**src/common/irq_pkg.sv**
```systemverilog
// package: constants and types of the interrupt vector and priority block
package irq_pkg;

    // ************************************************************
    // option register
    // ************************************************************
    localparam logic [7:0] OPT_ADDR       = 8'hC8;
    localparam logic [7:0] OPT_RESET      = 8'h00;
    localparam int         OPT_LEVEL_BIT  = 6;
    localparam int         OPT_EDGE_BIT   = 5;
    localparam int         OPT_GEN_BIT    = 4;

    // ************************************************************
    // vector addresses in program space
    // ************************************************************
    localparam logic [11:0] VEC_NMI = 12'hFFC;
    localparam logic [11:0] VEC_1   = 12'hFF6;
    localparam logic [11:0] VEC_2   = 12'hFF4;
    localparam logic [11:0] VEC_3   = 12'hFF2;
    localparam logic [11:0] VEC_4   = 12'hFF0;
    localparam int          NUM_MASKABLE = 4;

    // ************************************************************
    // types
    // ************************************************************
    typedef enum logic [2:0] {
        MODE_NORMAL = 3'h1,
        MODE_IRQ    = 3'h2,
        MODE_NMI    = 3'h4
    } mode_e;

    // on-chip peripheral request lines
    typedef struct packed {
        logic spi_flag;
        logic artimer_flag;
        logic timer_zero_flag;
        logic timer_irq_mask;
        logic conv_done_flag;
        logic converter_irq_mask;
    } periph_req_s;

    // answer to the core sequencer
    typedef struct packed {
        logic        take;
        logic [11:0] vector_addr;
        logic [2:0]  vector_num;
    } grant_s;

endpackage

```
**src/interrupt_vector_priority.sv**
```systemverilog
// module: interrupt front end with five fixed vectors and fixed priority
//
// Summary of operation
// four maskable sources plus one non-maskable source
// nmi to FFCh, ports A/B to FF6h
// FF4h port C/serial, FF2h reload timer, FF0h
// timer and converter flags pass only when mask set
// nmi highest, preempts maskable routines anytime
// maskable routines never preempted by maskable
// fixed priority, vector one highest, four lowest
// option register write-only, whole byte writes
// option bits 5 and 6 select sensing
// level bit one: low level, else falling
// edge bit one: rising edge, else falling
// global enable zero blocks all maskable requests
// option register resets to zero
// nmi falling edge latched, cleared on entry
// edge mode latch per port vector
// one edge remembered, later edges discarded
// level mode stores nothing, sampled per instruction
// check at instruction end, skip and service
// program counter gets the vector address
// entry swaps flags, pushes pc, clears latch
// return restores flags, pops pc, re-enables
// reset starts in nmi mode
// pins pass a two-stage synchroniser
`timescale 1ns/10ps

module interrupt_vector_priority (
    // clock and reset
    input  wire logic                 ref_clk_i,
    input  wire logic                 rst_i,
    input  wire logic                 clk_en_i,
    // data space write port
    input  wire logic                 wr_en_i,
    input  wire logic                 wr_bit_op_i,
    input  wire logic [7:0]           wr_addr_i,
    input  wire logic [7:0]           wr_data_i,
    // external interrupt pins
    input  wire logic                 nmi_pin_n_i,
    input  wire logic                 port_ab_n_i,
    input  wire logic                 port_c_i,
    // on-chip peripheral requests
    input  wire irq_pkg::periph_req_s periph_i,
    // core sequencer
    input  wire logic                 instr_end_i,
    input  wire logic                 return_from_interrupt_i,
    output irq_pkg::grant_s           grant_o,
    output logic                      push_pc_o,
    output logic                      pop_pc_o,
    output irq_pkg::mode_e            flag_set_o
);

    // ************************************************************
    // state
    // ************************************************************
    typedef struct packed {
        logic [1:0]     nmi_sync;
        logic [1:0]     ab_sync;
        logic [1:0]     c_sync;
        logic           nmi_prev;
        logic           ab_prev;
        logic           c_prev;
        logic           nmi_latch;
        logic           ab_latch;
        logic           c_latch;
        logic           port_ab_level_select;
        logic           port_c_edge_select;
        logic           global_irq_enable;
        irq_pkg::mode_e mode;
        logic           nmi_over_irq;
        irq_pkg::grant_s grant;
        logic           pop;
    } state_s;

    localparam state_s STATE_RESET = '{
        nmi_sync:             2'h3,
        ab_sync:              2'h3,
        c_sync:               2'h0,
        nmi_prev:             1'b1,
        ab_prev:              1'b1,
        c_prev:               1'b0,
        nmi_latch:            1'b0,
        ab_latch:             1'b0,
        c_latch:              1'b0,
        port_ab_level_select: irq_pkg::OPT_RESET[irq_pkg::OPT_LEVEL_BIT],
        port_c_edge_select:   irq_pkg::OPT_RESET[irq_pkg::OPT_EDGE_BIT],
        global_irq_enable:    irq_pkg::OPT_RESET[irq_pkg::OPT_GEN_BIT],
        mode:                 irq_pkg::MODE_NMI,
        nmi_over_irq:         1'b0,
        grant:                '0,
        pop:                  1'b0
    };

    state_s state_q;
    state_s state_d;

    // ************************************************************
    // combinational terms
    // ************************************************************
    logic       nmi_fall;
    logic       ab_fall;
    logic       c_rise;
    logic       c_fall;
    logic       c_edge;
    logic [3:0] req;
    logic       opt_write;

    always_comb begin
        nmi_fall = state_q.nmi_prev & ~state_q.nmi_sync[1];
        ab_fall  = state_q.ab_prev & ~state_q.ab_sync[1];
        c_rise   = ~state_q.c_prev & state_q.c_sync[1];
        c_fall   = state_q.c_prev & ~state_q.c_sync[1];
        c_edge   = state_q.port_c_edge_select ? c_rise : c_fall;

        // level mode reads the synchronised pin, edge mode the latch
        req[0] = state_q.port_ab_level_select ? ~state_q.ab_sync[1]
                                              : state_q.ab_latch;
        req[1] = state_q.c_latch | periph_i.spi_flag;
        req[2] = periph_i.artimer_flag;
        req[3] = (periph_i.timer_zero_flag & periph_i.timer_irq_mask)
               | (periph_i.conv_done_flag & periph_i.converter_irq_mask);

        // bit-set and bit-clear instructions cannot reach this register
        opt_write = wr_en_i & ~wr_bit_op_i & (wr_addr_i == irq_pkg::OPT_ADDR);
    end

    // ************************************************************
    // next state
    // ************************************************************
    always_comb begin
        state_d = state_q;
        state_d.grant.take = 1'b0;
        state_d.pop = 1'b0;

        // first stages feed only the second stages
        state_d.nmi_sync = {state_q.nmi_sync[0], nmi_pin_n_i};
        state_d.ab_sync  = {state_q.ab_sync[0], port_ab_n_i};
        state_d.c_sync   = {state_q.c_sync[0], port_c_i};
        state_d.nmi_prev = state_q.nmi_sync[1];
        state_d.ab_prev  = state_q.ab_sync[1];
        state_d.c_prev   = state_q.c_sync[1];

        if (opt_write) begin
            state_d.port_ab_level_select = wr_data_i[irq_pkg::OPT_LEVEL_BIT];
            state_d.port_c_edge_select   = wr_data_i[irq_pkg::OPT_EDGE_BIT];
            state_d.global_irq_enable    = wr_data_i[irq_pkg::OPT_GEN_BIT];
        end

        // return goes back to the mode that was interrupted
        if (return_from_interrupt_i) begin
            state_d.pop = 1'b1;
            case (state_q.mode)
                irq_pkg::MODE_NMI: begin
                    state_d.mode = state_q.nmi_over_irq ? irq_pkg::MODE_IRQ
                                                        : irq_pkg::MODE_NORMAL;
                    state_d.nmi_over_irq = 1'b0;
                end
                irq_pkg::MODE_IRQ: begin
                    state_d.mode = irq_pkg::MODE_NORMAL;
                end
                default: begin
                    state_d.mode = irq_pkg::MODE_NORMAL;
                end
            endcase
        end else if (instr_end_i) begin
            if (state_q.nmi_latch && state_q.mode != irq_pkg::MODE_NMI) begin
                // nmi wins over every maskable source
                state_d.grant.take        = 1'b1;
                state_d.grant.vector_addr = irq_pkg::VEC_NMI;
                state_d.grant.vector_num  = 3'h0;
                state_d.nmi_over_irq      = (state_q.mode == irq_pkg::MODE_IRQ);
                state_d.mode              = irq_pkg::MODE_NMI;
                state_d.nmi_latch         = 1'b0;
            end else if (state_q.mode == irq_pkg::MODE_NORMAL
                         && state_q.global_irq_enable
                         && req != 4'h0) begin
                state_d.grant.take = 1'b1;
                state_d.mode       = irq_pkg::MODE_IRQ;
                if (req[0]) begin
                    state_d.grant.vector_addr = irq_pkg::VEC_1;
                    state_d.grant.vector_num  = 3'h1;
                    state_d.ab_latch          = 1'b0;
                end else if (req[1]) begin
                    state_d.grant.vector_addr = irq_pkg::VEC_2;
                    state_d.grant.vector_num  = 3'h2;
                    state_d.c_latch           = 1'b0;
                end else if (req[2]) begin
                    state_d.grant.vector_addr = irq_pkg::VEC_3;
                    state_d.grant.vector_num  = 3'h3;
                end else begin
                    state_d.grant.vector_addr = irq_pkg::VEC_4;
                    state_d.grant.vector_num  = 3'h4;
                end
            end
        end

        // a new edge in the clearing cycle is kept; only one is held
        if (nmi_fall) begin
            state_d.nmi_latch = 1'b1;
        end
        if (ab_fall && !state_q.port_ab_level_select) begin
            state_d.ab_latch = 1'b1;
        end
        if (c_edge) begin
            state_d.c_latch = 1'b1;
        end
        // level mode holds no memory of past requests
        if (state_q.port_ab_level_select) begin
            state_d.ab_latch = 1'b0;
        end
    end

    // ************************************************************
    // registers
    // ************************************************************
    always_ff @(posedge ref_clk_i or posedge rst_i) begin
        if (rst_i) begin
            state_q <= STATE_RESET;
        end else if (clk_en_i) begin
            state_q <= state_d;
        end
    end

    // ************************************************************
    // outputs
    // ************************************************************
    // the flag set follows the mode: normal, interrupt or nmi
    assign grant_o    = state_q.grant;
    assign push_pc_o  = state_q.grant.take;
    assign pop_pc_o   = state_q.pop;
    assign flag_set_o = state_q.mode;

endmodule

```
**config.mk**
```make
export PLATFORM = sky130hd
export DESIGN_NAME = interrupt_vector_priority
export DESIGN_NICKNAME = d
export VERILOG_FILES = /design/src/common/irq_pkg.sv /design/src/interrupt_vector_priority.sv
export SDC_FILE = /design/constraint.sdc
export NUM_CORES = 1
export LEC_CHECK = 0
export ABC_AREA = 1
export BUFFER_PORTS_ARGS = -buffer_cell sky130_fd_sc_hd__buf_4
export CORE_UTILIZATION = 45
export DETAILED_ROUTE_END_ITERATION = 10
export HOLD_SLACK_MARGIN = 0.1
export PLACE_DENSITY = 0.76
export SLEW_MARGIN = 5
export SYNTH_ARGS = -nofsm -noshare
export SYNTH_HDL_FRONTEND = slang
export SYNTH_SLANG_ARGS = --single-unit
export TNS_END_PERCENT = 5
```
**constraint.sdc**
```tcl
create_clock -name ref_clk_i -period 1.3 [get_ports ref_clk_i]
set_input_delay 0 -clock ref_clk_i [delete_from_list [all_inputs] [get_ports ref_clk_i]]
set_output_delay 0 -clock ref_clk_i [all_outputs]
set_load 0.1 [all_outputs]
```
==> results of run 1 <==
-- power groups by stage --
stage	registers [mW]	logic (mW)	clock network [mW]
6_report	1.06	1.15	0.397
5_1_grt	1.08	1.23	0.455
4_1_cts	1.06	1.11	0.420
3_5_place_dp	1.07	1.05	0
3_3_place_gp	1.07	1.03	0
2_1_floorplan	1.11	0.812	0
-- per-stage QoR --
stage / hold slack, ps / cell area, um2 / total power, mW / setup WS, ps
2_1_floorplan: 47.5 / 1570 / 1.92 / 59.2
3_3_place_gp: 85.3 / 1850 / 2.10 / 28.1
3_5_place_dp: 85.5 / 1850 / 2.12 / 1.78
4_1_cts: 108 / 2120 / 2.58 / 0.585
5_1_grt: 140 / 2170 / 2.77 / -71.1
6_report: 114 / 2170 / 2.61 / 14.1
-- cells in the mapped netlist (3+ instances only) --
library cell	number
nand2_2	4
nand3_2	4
buf_4	20
nand3_1	9
dfstp_2	7
nor2_1	11
o21ai_0	4
dfrtp_1	20
inv_2	3
inv_1	17
o21ai_1	3
nand4_1	4
nand2_4	3
nand2_1	56
a21oi_1	4
-- worst paths after layout --
check	endpoint	slack [ps]	cells after the start
setup / recovery	flag_set_o[1]	10	8
hold / removal	state_q[17]	110	5
setup reg to reg	flag_set_o[1]	10	8
hold reg to reg	state_d[33]	470	2
max in group asynchronous	flag_set_o[2]	750	4
min in group asynchronous	pop_pc_o	240	4
-- state kept, by name, summed over array words and instances, names as in the netlist --
signal	cells
push_pc_o	1
state_d	6
flag_set_o	3
grant_o	6
state_q	10
pop_pc_o	1
-- final cells by class --
| cell class | instances | area [um2] | area share |
|---|---|---|---|
| Clock buffer | 3 | 22.5 | 0.0104 |
| Clock inverter | 1 | 8.76 | 0.00403 |
| Tap cell | 46 | 57.6 | 0.0265 |
| Sequential cell | 27 | 687 | 0.316 |
| Inverter | 22 | 96.3 | 0.0444 |
| Timing Repair Buffer | 76 | 641 | 0.295 |
| Multi-Input combinational cell | 119 | 658 | 0.303 |
-- what timing repair did --
action / 4_1_cts / 5_1_grt
setup buffers: 0 / 2
pin swaps: 0 / 2
endpoints found under the setup margin: 4 / 15
hold endpoints to repair: 50 / 0
hold buffers: 23 / 0
resized for setup: 3 / 9
-- routing by layer --
metal	share of wire	vias to the layer above	global-route usage
met1	0.44	598	0.224
met4	0.0044	0	0.0292
met2	0.51	34	0.320
li1	-	696	-
met5	0	-	0
met3	0.047	2	0.0441
-- worst max-delay path, cell delays in order (launching register included) --
cell and delay [ps]:
dfrtp_1 440, inv_2 110, nand3_2 90, nor2_4 170, nand2_4 90, nand2_2 80
nand3_2 90, nand2_1 100, nand2_1 50
-- logic make-up (layout without fill, tap and decap cells) --
kind of cell | after synthesis | after routing | synth area share
AOI/OAI and AO/OA | 16 | 16 | 0.0614
other | 1 | 1 | 0.00239
buffers and inverters | 44 | 102 | 0.163
DFF | 27 | 27 | 0.436
and+or+nand+nor | 102 | 102 | 0.337
==> metrics.txt, run 1 <==
commonest register cell after synthesis=dfrtp_1; Net Sw Frac=0.435; total wire length=2930 um; Cell Rows=21; max-slew violations=0; Die Area=3730 um2; leading cell type in the layout, fill and taps excluded=nand2_1; Critical Path AT=1530 ps; Max Cap Viol=0; Chip Width=61.1 um; initial drt markers=58; total negative slack=0 ps; DR DRC count=0; syn_area_per_cell=8.26 um2; Ys Warns=0; Gate power share=0.440; EDFF count, synth=0; Clock Skew=~2.1 ps; CTS clk-pin slew, worst paths=160 ps; via count=between 1000 and 1500; Flop pwr share=0.408; HP Class=primary input to flip-flop; Clock power frac=0.152; WL per Instance=9.98 um; async set-or-reset flop fraction in the synthesized netlist=1.00; initial antenna violation count=0; final hold violations=0; layout cell share with drive strength beyond 1=0.379; Core Footprint=3340 um2; placed insts=265; final core utilization=0.651; Area Overhead vs Synth=38.4%; first-pass GRT wire length=4890 um; GRT Total Usage=0.180; number of CTS-inserted buffers=3; CP startpoint kind=flip-flop; Non-Filler Instances=~300; Netlist cell types=31; synthesized area=1570 um2; gr ovfl total=0; unrepaired setup endpoints after global routing=yes; outcome=finished, final reports clean; critical path launch point=flag_set_o[1]; number of synthesized register bits=27; critical path peak fanout=4; pwr/cell area=around 1200 nW/um2; top cells by area, synth=dfrtp_1 32%, nand2_1 13%, dfstp_2 12%; I/O Buffers=46; critical path class=flip-flop to flip-flop; Psw=1.13 mW; htree depth=1; GPL Wtd Cong=0.847; CTS Sinks=27; Initial Utilization=0.470; Seq/Total Area, Yosys=0.436; DR vias/cell=4.52; Worst setup EP type=flip-flop; VDD IR-drop max=approximately 1 mV; Synth top area share=0.319; clk buf depth=2; fmax=778 MHz; Mapped Nets=222; Lkg Pwr=around 1.1 nW; internal power=around 1.5 mW; cell taking the most area after synthesis=dfrtp_1; WP data required=between 1500 and 2000 ps; Die Span Y=61.1 um; vias in the first global route=1182; reg2reg start=flag_set_o[1]; fill count=279; DP HPWL=2040 um; largest net degree at the start of global routing=28; Inserted Diodes=0; io pins=53; crit path time final=between 1000 and 1500 ps; Final period util=0.989; CTS Root Cell=clkbuf_4; Synth Instances=190; antenna viol nets, final=0; clk_lat worst skew=approximately 330 ps; Net count, final=between 200 and 300; setup violators final=0; CTS tree=done; commonest non-fill, non-tap cells in the layout=54 x nand2_1, 52 x buf_4, 23 x dlygate4sd3_1, 18 x dfrtp_1, 17 x inv_1; Worst Min Path Start=clk_en_i; TritonRoute pass-1 iters=4
(Power assumes the default switching activity.)
==> inputs of run 2 (changes only) <==
ABC_AREA = unset   (was 1)
CORE_UTILIZATION = 44   (was 45)
PLACE_DENSITY = 0.75   (was 0.76)
==> run 2 against run 1 <==
Compared with the run above: the run now ends with negative setup slack left; hold slack got worse by 84 ps; final area fell by 7.8%; sequential power barely moved; critical path type unchanged; largest cell class unchanged.
==> metrics.txt, run 2 <==
critical path peak fanout=2; WP data required=1530 ps; hold_buf cts=11; commonest register cell after synthesis=dfrtp_1; Chip Width=~59 um; EDFF count, synth=0; synthesized area=1420 um2; Die Area=approximately 3500 um2; fmax=572 MHz; layout cell share with drive strength beyond 1=0.568; CTS Sinks=27; top post-synthesis cells by count=20 x buf_4, 20 x dfrtp_1, 12 x mux2_2; pre-CTS setup slack=-436 ps; final core utilization=0.656; Mapped Nets=158; number of CTS-inserted buffers=3; Clock Skew=around 5.1 ps; I/O Buffers=46; first-pass GRT wire length=4770 um; Seq/Total Area, Yosys=0.482; htree depth=1; gr ovfl total=0; initial drt markers=36; io pins=53; Inserted Diodes=0; DR DRC count=0; largest net degree at the start of global routing=28; failing checks=negative setup slack; Lkg Pwr=0.914 nW; CTS clk-pin slew, worst paths=150 ps; TritonRoute pass-1 iters=4; Initial Utilization=0.465; unrepaired setup endpoints after global routing=yes; HP Class=primary input to flip-flop; GPL Wtd Cong=0.838; crit path time final=between 1500 and 2000 ps; Die Span Y=58.8 um; clk buf depth=2; antenna viol nets, final=0; WL per Instance=~13 um; Area Overhead vs Synth=41.0%; Hold WS=30.2 ps; cell taking the most area after synthesis=dfrtp_1; number of flip-flops in the largest register=10; leading cell type in the layout, fill and taps excluded=buf_4; Core Footprint=3050 um2; Cell Rows=20; commonest non-fill, non-tap cells in the layout=63 x buf_4, 20 x dfrtp_1, 12 x mux2_2, 11 x dlygate4sd3_1, 8 x nand2_1; initial antenna violation count=0; final hold violations=0; design area=2000 um2; Max Cap Viol=0; Ys Warns=0; top cells by area, synth=dfrtp_1 35%, dfstp_2 13%, buf_4 11%; Non-Filler Instances=229; fill count=247; CP startpoint kind=flip-flop; syn_area_per_cell=11.3 um2; GRT Total Usage=0.185; CTS Root Cell=clkbuf_4; number of synthesized register bits=27; VDD IR-drop max=0.506 mV; clk_lat worst skew=between 300 and 400 ps; placed cell areas=1820 um2; Worst setup EP type=flip-flop; total negative slack=-3300 ps; total wire length=2990 um; CTS tree=done; via count=1115; outcome=complete, but fails checks; max-slew violations=0; setup violators final=12; Synth Instances=126; Final period util=1.35; Synth top area share=0.352; PnR worst setup slack=-449 ps; Largest Register=state_q; Netlist cell types=40; pwr/cell area=1350 nW/um2; Critical Path AT=1980 ps; DP HPWL=2240 um; DR vias/cell=around 4.9; Net count, final=218; vias in the first global route=1060; Design Power=2.69 mW; critical path class=flip-flop to flip-flop; async set-or-reset flop fraction in the synthesized netlist=1.00; placed insts=about 210
run 2: final cells by class:
type	count	area (um2)	share of cell area
Sequential cell	27	684	0.342
Multi-Input combinational cell	75	618	0.309
Timing Repair Buffer	76	606	0.303
Tap cell	44	55.1	0.0275
Clock buffer	3	22.5	0.0113
Inverter	3	11.3	0.00563
Clock inverter	1	5.00	0.00250
run 2: cell families after synthesis:
logic type,Yosys count,share of synthesized area
AOI/OAI and AO/OA,20,0.106
and+or+nand+nor,41,0.188
buffers and inverters,24,0.116
other,1,0.00264
muxes,13,0.106
DFF,27,0.482
run 2: worst max-delay path, cell delays in order, from the launching register on:
cell and delay, ps:
dfstp_2 550, and2b_2 230, nor4_4 280, o21ai_2 100
a31o_1 200, mux2_4 300
run 2: final timing paths:
kind	start	end	slack [ps]	depth (start not counted)
min in group asynchronous	rst_i	state_d[31]	270	4
min	periph_i[5]	grant_o[1]	30	3
max	state_d[28]	flag_set_o[1]	-450	5
max reg2reg	state_d[28]	flag_set_o[1]	-450	5
max in group asynchronous	rst_i	state_q[29]	730	4
min reg2reg	grant_o[2]	grant_o[2]	520	1
run 2: report_power, final:
group	total [mW]	internal, mW	switching [mW]
logic	1.27	0.393	0.879
registers	1.06	0.963	0.0921
clock network	0.366	0.115	0.250
run 2: timing repair:
action / 4_1_cts / 5_1_grt
buffers inserted: 0 / 1
pin swaps: 2 / 5
hold endpoints to repair: 39 / 1
cloned: 0 / 0
resized for setup: 4 / 8
setup endpoints to repair: 12 / 14
run 2: metal layers:
layer	GRT usage	wire (um)	vias up
met1	0.224	1220	533
met2	0.330	1630	35
met4	0.0782	35	0
li1	-	-	543
met5	0	0	-
met3	0.0242	103	4
